File: config.mk
export PLATFORM = sky130hd
export DESIGN_NAME = wut_timer
export DESIGN_NICKNAME = d
export VERILOG_FILES = /design/src/inc/wut_pkg.sv /design/src/design/wut_timer.sv /design/src/design/wut_edge.sv
export SDC_FILE = /design/constraint.sdc
export NUM_CORES = 1
export LEC_CHECK = 0
export ABC_AREA = 0
export BUFFER_PORTS_ARGS = -buffer_cell sky130_fd_sc_hd__buf_4
export CAP_MARGIN = 20
export CORE_ASPECT_RATIO = 0.8
export CORE_MARGIN = 5
export CORE_UTILIZATION = 32
export CTS_CLUSTER_DIAMETER = 100
export DETAILED_ROUTE_END_ITERATION = 6
export HOLD_SLACK_MARGIN = 0.02
export PLACE_DENSITY = 0.55
export RECOVER_POWER = 50
export SLEW_MARGIN = 20
export SYNTH_ARGS = -nofsm -noshare
export SYNTH_HDL_FRONTEND = slang
export SYNTH_SLANG_ARGS = --single-unit
File: constraint.sdc
create_clock -name clk -period 13.9 [get_ports clk]
set_input_delay 2.085 -clock clk [delete_from_list [all_inputs] [get_ports clk]]
set_output_delay 2.085 -clock clk [all_outputs]
set_load 0.01 [all_outputs]
File: src/inc/wut_pkg.sv
// Constants, encodings and types shared by the wake-up timer design
package wut_pkg;

   // Property indices on the property write port
   localparam logic [1:0] PROP_MANT_HIGH = 2'h0;
   localparam logic [1:0] PROP_MANT_LOW  = 2'h1;
   localparam logic [1:0] PROP_EXPONENT  = 2'h2;
   localparam logic [1:0] PROP_LDC_MULT  = 2'h3;

   // Field positions inside the exponent property
   localparam int EXP_LSB       = 0;
   localparam int EXP_MSB       = 4;
   localparam int SLEEP_SEL_BIT = 5;

   // Reset values of the properties and of the RC trim
   localparam logic [15:0] MANTISSA_RESET = 16'h0001;
   localparam logic [4:0]  EXPONENT_RESET = 5'h00;
   localparam logic [7:0]  LDC_MULT_RESET = 8'h00;
   localparam logic [6:0]  RC_TRIM_RESET  = 7'h40;

   // Slow clock source codes
   localparam logic [2:0] SLOW_SRC_NONE = 3'h0;
   localparam logic [2:0] SLOW_SRC_RC   = 3'h1;
   localparam logic [2:0] SLOW_SRC_XTAL = 3'h2;

   // Duty-cycle mode codes
   localparam logic [1:0] LDC_OFF = 2'h0;
   localparam logic [1:0] LDC_RX  = 2'h1;
   localparam logic [1:0] LDC_TX  = 2'h2;

   // Pin function codes that carry the expiry indication
   localparam logic [5:0] PIN_CODE_WAKE = 6'h0E;
   localparam logic [5:0] IRQ_CODE_WAKE = 6'h27;

   // Timebase: each mantissa unit spans 4 * 2^exponent slow ticks
   localparam logic [33:0] UNIT_BASE = 34'h4;

   // Calibration: reference count over a fixed number of RC ticks
   localparam int          RC_HZ         = 32768;
   localparam int          XO_HZ         = 30000000;
   localparam int          CAL_RC_TICKS  = 32;
   localparam logic [5:0]  CAL_TICKS     = 6'(CAL_RC_TICKS);
   localparam logic [15:0] CAL_REF_COUNT = 16'((XO_HZ / RC_HZ) * CAL_RC_TICKS
                                               + ((XO_HZ % RC_HZ) * CAL_RC_TICKS + RC_HZ / 2) / RC_HZ);

   // Periodic recalibration: interval is 2^(base + select) RC ticks
   localparam int          RECAL_BASE_SHIFT = 10;
   localparam logic [17:0] RECAL_ONE        = 18'h1;

   // Calibration sequencer states, Gray along the path
   typedef enum logic [1:0] {
      WUT_CAL_IDLE = 2'b00,
      WUT_CAL_XO   = 2'b01,
      WUT_CAL_MEAS = 2'b11,
      WUT_CAL_ADJ  = 2'b10
   } wut_cal_e;

endpackage : wut_pkg

File: src/design/wut_timer.sv
// Wake-up timer with slow clock select, duty-cycle, battery check and RC calibration
module wut_timer (
   input  wire logic        clk,
   input  wire logic        sys_rst,
   // Slow clocks and calibration reference, sampled on clk
   input  wire logic        rc_clk_in,
   input  wire logic        xtal32_clk_in,
   input  wire logic        xo_ref_clk_in,
   input  wire logic        xo_ready,
   // Configuration
   input  wire logic        wake_timer_enable,
   input  wire logic        battery_check_enable,
   input  wire logic [1:0]  duty_cycle_mode_select,
   input  wire logic        rc_recal_enable,
   input  wire logic [2:0]  recal_interval_select,
   input  wire logic [2:0]  slow_clock_source_select,
   input  wire logic        timer_irq_enable,
   input  wire logic        chip_status_irq_enable,
   input  wire logic [5:0]  pin_function_code,
   input  wire logic [5:0]  irq_pin_function_code,
   // Property writes
   input  wire logic        prop_wr,
   input  wire logic [1:0]  prop_index,
   input  wire logic [7:0]  prop_data,
   // Chip events
   input  wire logic        sleep_entry,
   input  wire logic        power_on_cmd,
   input  wire logic        shutdown_exit,
   input  wire logic        irq_status_read,
   input  wire logic        packet_sent,
   input  wire logic [4:0]  battery_level,
   input  wire logic [4:0]  battery_threshold,
   // Outputs
   output logic             irq_out_n,
   output logic             gpio_out,
   output logic             wake_status,
   output logic             timer_running,
   output logic             go_ready,
   output logic             go_sleep,
   output logic             start_rx,
   output logic             start_tx,
   output logic             ldc_active,
   output logic             battery_measure,
   output logic             low_battery,
   output logic             xtal_osc_start,
   output logic             rc_cal_busy,
   output logic [6:0]       rc_trim
);

   // Stored properties
   logic [15:0]     period_mantissa;
   logic [4:0]      period_exponent;
   logic            post_expiry_sleep_select;
   logic [7:0]      duty_cycle_multiplier;

   // Counters and sequencer
   logic [33:0]     prescale;
   logic [15:0]     mant_cnt;
   logic [7:0]      ldc_cnt;
   logic [17:0]     recal_cnt;
   logic [5:0]      cal_rc_cnt;
   logic [15:0]     cal_ref_cnt;
   logic            cal_req;
   wut_pkg::wut_cal_e cal_state;
   wut_pkg::wut_cal_e next_cal_state;

   // Edge pulses
   logic            rc_rise;
   logic            xt_rise;
   logic            ref_rise;

   wut_edge u_rc_edge (
      .clk     (clk),
      .sys_rst (sys_rst),
      .level   (rc_clk_in),
      .rise    (rc_rise)
   );

   wut_edge u_xt_edge (
      .clk     (clk),
      .sys_rst (sys_rst),
      .level   (xtal32_clk_in),
      .rise    (xt_rise)
   );

   wut_edge u_ref_edge (
      .clk     (clk),
      .sys_rst (sys_rst),
      .level   (xo_ref_clk_in),
      .rise    (ref_rise)
   );

   // Property write decode
   wire wr_mant_high = prop_wr & (prop_index == wut_pkg::PROP_MANT_HIGH);
   wire wr_mant_low  = prop_wr & (prop_index == wut_pkg::PROP_MANT_LOW);
   wire wr_exponent  = prop_wr & (prop_index == wut_pkg::PROP_EXPONENT);
   wire wr_ldc_mult  = prop_wr & (prop_index == wut_pkg::PROP_LDC_MULT);

   // Slow tick source selection
   wire sel_rc    = (slow_clock_source_select == wut_pkg::SLOW_SRC_RC);
   wire sel_xt    = (slow_clock_source_select == wut_pkg::SLOW_SRC_XTAL);
   wire slow_tick = (sel_rc & rc_rise) | (sel_xt & xt_rise);

   // Mantissa unit of 4 * 2^exponent slow ticks
   wire [33:0] unit_term  = (wut_pkg::UNIT_BASE << period_exponent) - 34'h1;
   wire        unit_end   = (prescale == unit_term);
   wire        unit_tick  = timer_running & slow_tick & unit_end;
   wire [33:0] prescale_p = prescale + 34'h1;

   // Period expiry after mantissa units
   wire [15:0] mant_next  = mant_cnt + 16'h1;
   wire        mant_nz    = (period_mantissa != 16'h0000);
   wire        mant_wrap  = (mant_next == period_mantissa);
   wire        expire     = unit_tick & mant_nz & mant_wrap;

   // Duty-cycle mode decode and window end
   wire        mode_off   = (duty_cycle_mode_select == wut_pkg::LDC_OFF);
   wire        mode_rx    = (duty_cycle_mode_select == wut_pkg::LDC_RX);
   wire        mode_tx    = (duty_cycle_mode_select == wut_pkg::LDC_TX);
   wire [7:0]  ldc_next   = ldc_cnt + 8'h01;
   wire        ldc_win    = unit_tick & (ldc_next >= duty_cycle_multiplier);
   wire        ldc_end    = ldc_active & ~expire & (ldc_win | (mode_tx & packet_sent));
   wire        ret_post   = (expire & mode_off) | ldc_end;

   // Interrupt routing
   wire        irq_timer  = wake_status & timer_irq_enable & chip_status_irq_enable;
   wire        irq_pin_wk = (irq_pin_function_code == wut_pkg::IRQ_CODE_WAKE) & wake_status;
   wire        pin_wk     = (pin_function_code == wut_pkg::PIN_CODE_WAKE) & wake_status;

   // Periodic recalibration interval
   wire [17:0] recal_span = wut_pkg::RECAL_ONE << (5'(wut_pkg::RECAL_BASE_SHIFT) + 5'(recal_interval_select));
   wire        recal_due  = rc_recal_enable & rc_rise & (recal_cnt == recal_span - 18'h1);
   wire        cal_trig   = power_on_cmd | shutdown_exit | recal_due;

   // Calibration measurement end and comparison
   wire        meas_done  = rc_rise & (cal_rc_cnt == wut_pkg::CAL_TICKS - 6'h01);
   wire        rc_slow    = (cal_ref_cnt > wut_pkg::CAL_REF_COUNT);
   wire        rc_fast    = (cal_ref_cnt < wut_pkg::CAL_REF_COUNT);

   // Property storage
   always_ff @(posedge clk or posedge sys_rst) begin
      if (sys_rst) begin
         period_mantissa          <= wut_pkg::MANTISSA_RESET;
         period_exponent          <= wut_pkg::EXPONENT_RESET;
         post_expiry_sleep_select <= 1'b0;
         duty_cycle_multiplier    <= wut_pkg::LDC_MULT_RESET;
      end else begin
         if (wr_mant_high) period_mantissa[15:8] <= prop_data;
         if (wr_mant_low)  period_mantissa[7:0]  <= prop_data;
         if (wr_exponent) begin
            period_exponent          <= prop_data[wut_pkg::EXP_MSB:wut_pkg::EXP_LSB];
            post_expiry_sleep_select <= prop_data[wut_pkg::SLEEP_SEL_BIT];
         end
         if (wr_ldc_mult)  duty_cycle_multiplier <= prop_data;
      end
   end

   // Arm on sleep entry while enabled, stay armed for repeated wakes
   always_ff @(posedge clk or posedge sys_rst) begin
      if (sys_rst) begin
         timer_running <= 1'b0;
      end else if (!wake_timer_enable) begin
         timer_running <= 1'b0;
      end else if (sleep_entry) begin
         timer_running <= 1'b1;
      end
   end

   // Prescaler over slow ticks
   always_ff @(posedge clk or posedge sys_rst) begin
      if (sys_rst) begin
         prescale <= 34'h0;
      end else if (!timer_running) begin
         prescale <= 34'h0;
      end else if (slow_tick) begin
         prescale <= unit_end ? 34'h0 : prescale_p;
      end
   end

   // Mantissa counter, restarting each period
   always_ff @(posedge clk or posedge sys_rst) begin
      if (sys_rst) begin
         mant_cnt <= 16'h0000;
      end else if (!timer_running) begin
         mant_cnt <= 16'h0000;
      end else if (unit_tick) begin
         mant_cnt <= mant_wrap ? 16'h0000 : mant_next;
      end
   end

   // Expiry flag; a new expiry wins over the status read
   always_ff @(posedge clk or posedge sys_rst) begin
      if (sys_rst) begin
         wake_status <= 1'b0;
      end else if (expire) begin
         wake_status <= 1'b1;
      end else if (irq_status_read) begin
         wake_status <= 1'b0;
      end
   end

   // Interrupt and pin outputs, active low interrupt
   always_ff @(posedge clk or posedge sys_rst) begin
      if (sys_rst) begin
         irq_out_n <= 1'b1;
         gpio_out  <= 1'b0;
      end else begin
         irq_out_n <= ~(irq_timer | irq_pin_wk);
         gpio_out  <= pin_wk;
      end
   end

   // Duty-cycle window tracking
   always_ff @(posedge clk or posedge sys_rst) begin
      if (sys_rst) begin
         ldc_active <= 1'b0;
         ldc_cnt    <= 8'h00;
      end else if (expire & ~mode_off) begin
         ldc_active <= 1'b1;
         ldc_cnt    <= 8'h00;
      end else if (ldc_end | mode_off | ~timer_running) begin
         ldc_active <= 1'b0;
         ldc_cnt    <= 8'h00;
      end else if (ldc_active & unit_tick) begin
         ldc_cnt    <= ldc_next;
      end
   end

   // Wake actions, one-cycle pulses
   always_ff @(posedge clk or posedge sys_rst) begin
      if (sys_rst) begin
         go_ready        <= 1'b0;
         go_sleep        <= 1'b0;
         start_rx        <= 1'b0;
         start_tx        <= 1'b0;
         battery_measure <= 1'b0;
      end else begin
         go_ready        <= ret_post & ~post_expiry_sleep_select;
         go_sleep        <= ret_post & post_expiry_sleep_select;
         start_rx        <= expire & mode_rx;
         start_tx        <= expire & mode_tx;
         battery_measure <= expire & battery_check_enable;
      end
   end

   // Low battery comparison at each expiry while the battery check is enabled
   always_ff @(posedge clk or posedge sys_rst) begin
      if (sys_rst) begin
         low_battery <= 1'b0;
      end else if (expire & battery_check_enable) begin
         low_battery <= (battery_level < battery_threshold);
      end
   end

   // Recalibration interval counter on RC ticks
   always_ff @(posedge clk or posedge sys_rst) begin
      if (sys_rst) begin
         recal_cnt <= 18'h0;
      end else if (!rc_recal_enable | recal_due) begin
         recal_cnt <= 18'h0;
      end else if (rc_rise) begin
         recal_cnt <= recal_cnt + 18'h1;
      end
   end

   // Pending calibration request; a trigger wins over the take
   always_ff @(posedge clk or posedge sys_rst) begin
      if (sys_rst) begin
         cal_req <= 1'b0;
      end else if (cal_trig) begin
         cal_req <= 1'b1;
      end else if (cal_state == wut_pkg::WUT_CAL_IDLE) begin
         cal_req <= 1'b0;
      end
   end

   // Calibration sequencer next state
   always_comb begin
      next_cal_state = cal_state;
      case (cal_state)
         wut_pkg::WUT_CAL_IDLE: begin
            if (cal_req) next_cal_state = wut_pkg::WUT_CAL_XO;
         end
         wut_pkg::WUT_CAL_XO: begin
            if (xo_ready) next_cal_state = wut_pkg::WUT_CAL_MEAS;
         end
         wut_pkg::WUT_CAL_MEAS: begin
            if (meas_done) next_cal_state = wut_pkg::WUT_CAL_ADJ;
         end
         wut_pkg::WUT_CAL_ADJ: begin
            next_cal_state = wut_pkg::WUT_CAL_IDLE;
         end
         default: begin
            next_cal_state = wut_pkg::WUT_CAL_IDLE;
         end
      endcase
   end

   // Sequencer state and status outputs
   always_ff @(posedge clk or posedge sys_rst) begin
      if (sys_rst) begin
         cal_state      <= wut_pkg::WUT_CAL_IDLE;
         xtal_osc_start <= 1'b0;
         rc_cal_busy    <= 1'b0;
      end else begin
         cal_state      <= next_cal_state;
         xtal_osc_start <= (next_cal_state != wut_pkg::WUT_CAL_IDLE);
         rc_cal_busy    <= (next_cal_state != wut_pkg::WUT_CAL_IDLE);
      end
   end

   // Count reference edges over a fixed number of RC ticks
   always_ff @(posedge clk or posedge sys_rst) begin
      if (sys_rst) begin
         cal_rc_cnt  <= 6'h00;
         cal_ref_cnt <= 16'h0000;
      end else if (cal_state != wut_pkg::WUT_CAL_MEAS) begin
         cal_rc_cnt  <= 6'h00;
         cal_ref_cnt <= 16'h0000;
      end else begin
         if (rc_rise)  cal_rc_cnt  <= cal_rc_cnt + 6'h01;
         if (ref_rise) cal_ref_cnt <= cal_ref_cnt + 16'h0001;
      end
   end

   // Trim step toward the reference, saturating at the ends
   always_ff @(posedge clk or posedge sys_rst) begin
      if (sys_rst) begin
         rc_trim <= wut_pkg::RC_TRIM_RESET;
      end else if (cal_state == wut_pkg::WUT_CAL_ADJ) begin
         if (rc_slow && rc_trim != 7'h7F) rc_trim <= rc_trim + 7'h01;
         else if (rc_fast && rc_trim != 7'h00) rc_trim <= rc_trim - 7'h01;
      end
   end

endmodule : wut_timer

File: src/design/wut_edge.sv
// Rising-edge detector for a slow clock sampled on the system clock
module wut_edge (
   input  wire logic clk,
   input  wire logic sys_rst,
   input  wire logic level,
   output logic      rise
);

   logic level_q;

   // Previous sample of the level
   always_ff @(posedge clk or posedge sys_rst) begin
      if (sys_rst) begin
         level_q <= 1'b0;
      end else begin
         level_q <= level;
      end
   end

   // One-cycle pulse on a low-to-high change
   assign rise = level & ~level_q;

endmodule : wut_edge

==> qor.yml <==
grt_setup_unrepaired: "false"
io_pins: 77
grt_pass1_wl_mm: 41.3
worstPathRequired_ns: 14.25
track_usage_pct: 14.5
dr.pass1.iters: 6
min_path_type: "reg -> reg"
total_power_mw: 1.21
synth_edf_count: 0
vias: 8335
antenna_found_initial: 0
fin_nets: 1240
drv_slew: 84
antenna_cells: 0
fp.dieH_um: 167
clk_latency_ns: 0.44
period_share_pct: 38.0
overflow: 0
clock_path_buffers: 2
yosysUniqueCellTypes: 81
synth.area.top_cells: "dfrtp_1 38%, xnor2_1 4.1%, ha_1 4.0%"
leakage_nw: 4.81
power.density_nw_per_um2: 107
io_buffers: 76
rows: 57
ys_seq_area_share_pct: 38.7
place_hpwl_mm: 17.8
drv_cap: 1
areaGrowthSynthToFinish_pct: 14.2
finalSetupViolCount: 0
die_area_um2: 34600
violations: "capacitance limit, slew limit"
mappedNetlistArea_um2: 9900
setup.worst_path.start_class: "flip-flop"
max_slew_margin_pct: -152
syn_nets: 1189
final_cells: 1576
coreArea_um2: 30500
irDropWorstVdd_v: 0.0000788
numCtsBuffers: 17
place.gp.congestion: 0.880
routedWlPerCell_um: 16.0
arrival_ns: 5.64
viasPerCell: 5.29
dp_cells: 1544
holdPathStages: 1
post-cts-setup-buffers: 0
path_clk_slew_ns: 0.07
hold_buffers: 0
setup_tns_ns: 0
drc: 0
syn_area_per_cell_um2: 9.01
clock-sinks: 153
ys_seq_elements: 153
min_period_ns: 5.29
die_w_um: 207
cts_tree: "built"
initial_utilization_pct: 32.5
place_area_um2: 10800
outcome: "finished with violations"
stdcell_area_um2: 11300
cts.repair.resized: 0
crit_type: "reg -> reg"
synthCells: 1099
synth_area_leader_cell: "dfrtp_1"
fmax_ghz: 0.189
async_reset_ff_share_pct: 100
final_antenna_net_count: 0
synthFlopType: "dfrtp_1"
end_kind: "flip-flop"
grt_start_max_net_pins: 84
cts_root_buf: "clkbuf_16"
fin_worst_skew_ns: 0.00961
drtIter0Drc: 571
htreeDepth: 4
holdWs_ns: 0.426
yosysTopAreaCellShare_pct: 37.9
drive_gt1_share_pct: 13.3
worstMarginPinSlew_ns: 3.75
worstRegToRegCells: 12
finalHoldViolCount: 0
routed_wl_mm: 25.3
yosysWarnings: 0
grt_pass1_vias: 7817
crit_fanout: 29
## cells by family (layout without fill, tap and decap cells)
family	count (synthesis)	after routing	share of synthesized area (%)
AOI/OAI and AO/OA	238	238	16.2
muxes	42	42	4.69
DFF	153	153	38.7
and+or+nand+nor	443	443	24.0
adders and majority gates	33	33	4.25
xor gates and xnor gates	86	86	7.75
buffers and inverters	104	168	4.49
## power by group
part / internal, mW / switching (mW)
registers: 0.480 / 0.0400
clock network: 0.255 / 0.210
logic: 0.0966 / 0.130
total: 0.832 / 0.380
## per-layer routing
metal	vias up	global-route usage, %	wire length [um]
li1	4069	-	-
met1	4031	22.8	13200
met2	211	20.2	10400
met3	24	3.44	1480
met4	0	2.92	212
met5	-	0	0
## cell usage after synthesis, drive strengths merged, types with 7 or more instances
cell type    n
a21oi       41
or4          9
ha          32
nand2       73
nand2b      10
nor4        19
mux2i        7
o21a         8
inv         50
nor2        95
nor3b       13
o21ai       56
nand3       49
a211oi       8
or3         15
nor3        36
and4         7
buf         22
a31oi       17
o2bb2ai      8
nor2b       19
nand4       29
a21o        26
xnor2       46
o21bai       7
dfrtp      150
and3        21
or2          7
mux2        35
xor2        39
clkbuf      32
and2        22
## critical path: stages (launching register included)
cell and delay (ns):
dfrtp_1 0.73, nor4_1 0.73, nand2_1 0.15, ha_1 0.40, or4_4 0.55, a21o_1 0.20, a32oi_1 0.20, nand4_1 0.14
nor4_1 0.19, or4b_1 0.64, or2_1 0.53, or4_1 0.51, a211oi_2 0.23
## state kept, by name, summed over array words and instances (netlist names), 6 cells and up
| name | cells |
|---|---|
| prescale | 34 |
| recal_cnt | 18 |
| cal_ref_cnt | 16 |
| mant_cnt | 16 |
| period_mantissa | 16 |
| duty_cycle_multiplier | 8 |
| ldc_cnt | 8 |
| rc_trim | 7 |
| cal_rc_cnt | 6 |
## cell type report
type                       instances  area (um2)
tap                              413         517
inverter                          50         189
sequential                       153        3830
clock inverter                    14         135
fill                            3100       19100
multi-input combinational        842        5630
timing repair buffer              86         563
clock buffer                      18         439
## path summary, 6_finish.rpt
check,from,end,slack [ns]
worst max-delay path,period_exponent[1],ldc_cnt[3],8.61
worst min register to register,wake_status,irq_out_n,0.43
worst min-delay path,wake_status,irq_out_n,0.43
max in group asynchronous,sys_rst,cal_ref_cnt[8],8.93
worst max register to register,period_exponent[1],ldc_cnt[3],8.61
min in group asynchronous,sys_rst,prescale[0],2.76
## per-stage QoR
| stage | setup slack [ns] | util [%] |
|---|---|---|
| after floorplan | 7.70 | - |
| after global placement | 8.81 | 35.5 |
| after detailed placement | 8.66 | 35.5 |
| after CTS | 8.65 | 37.4 |
| after global routing | 8.19 | 37.1 |
| final | 8.61 | 37.1 |
## placed cells by master (no fill, tap or decap), types with 6 or more instances in the layout
cell       Yosys  routed
a21oi_1       41      41
nand4_1       29      29
or3_1         15      15
nand3_1       48      48
buf_4          7      56
nand2_1       72      72
ha_1          32      32
a211oi_1       6       6
and4_1         7       7
inv_1         49      48
nor3_1        35      35
clkbuf_16      0      17
nand3b_1       6       6
or4_1          8       8
xor2_1        39      39
nor4_1        18      18
o21ai_0       52      52
nor3b_1       13      13
o31ai_1        6       6
clkbuf_4       0       8
o21a_1         8       8
and3_1        21      21
o22ai_1        6       6
and2_1        22      22
o21bai_1       7       7
dfrtp_1      150     150
mux2i_1        7       7
nand2b_1      10      10
mux2_2        35      35
clkbuf_1      31      22
a21o_1        26      26
o2bb2ai_1      8       8
a31oi_1       17      17
nor2b_1       19      19
xnor2_1       46      46
nor2_1        94      94
Note: power is estimated with default switching activity, not from simulation.
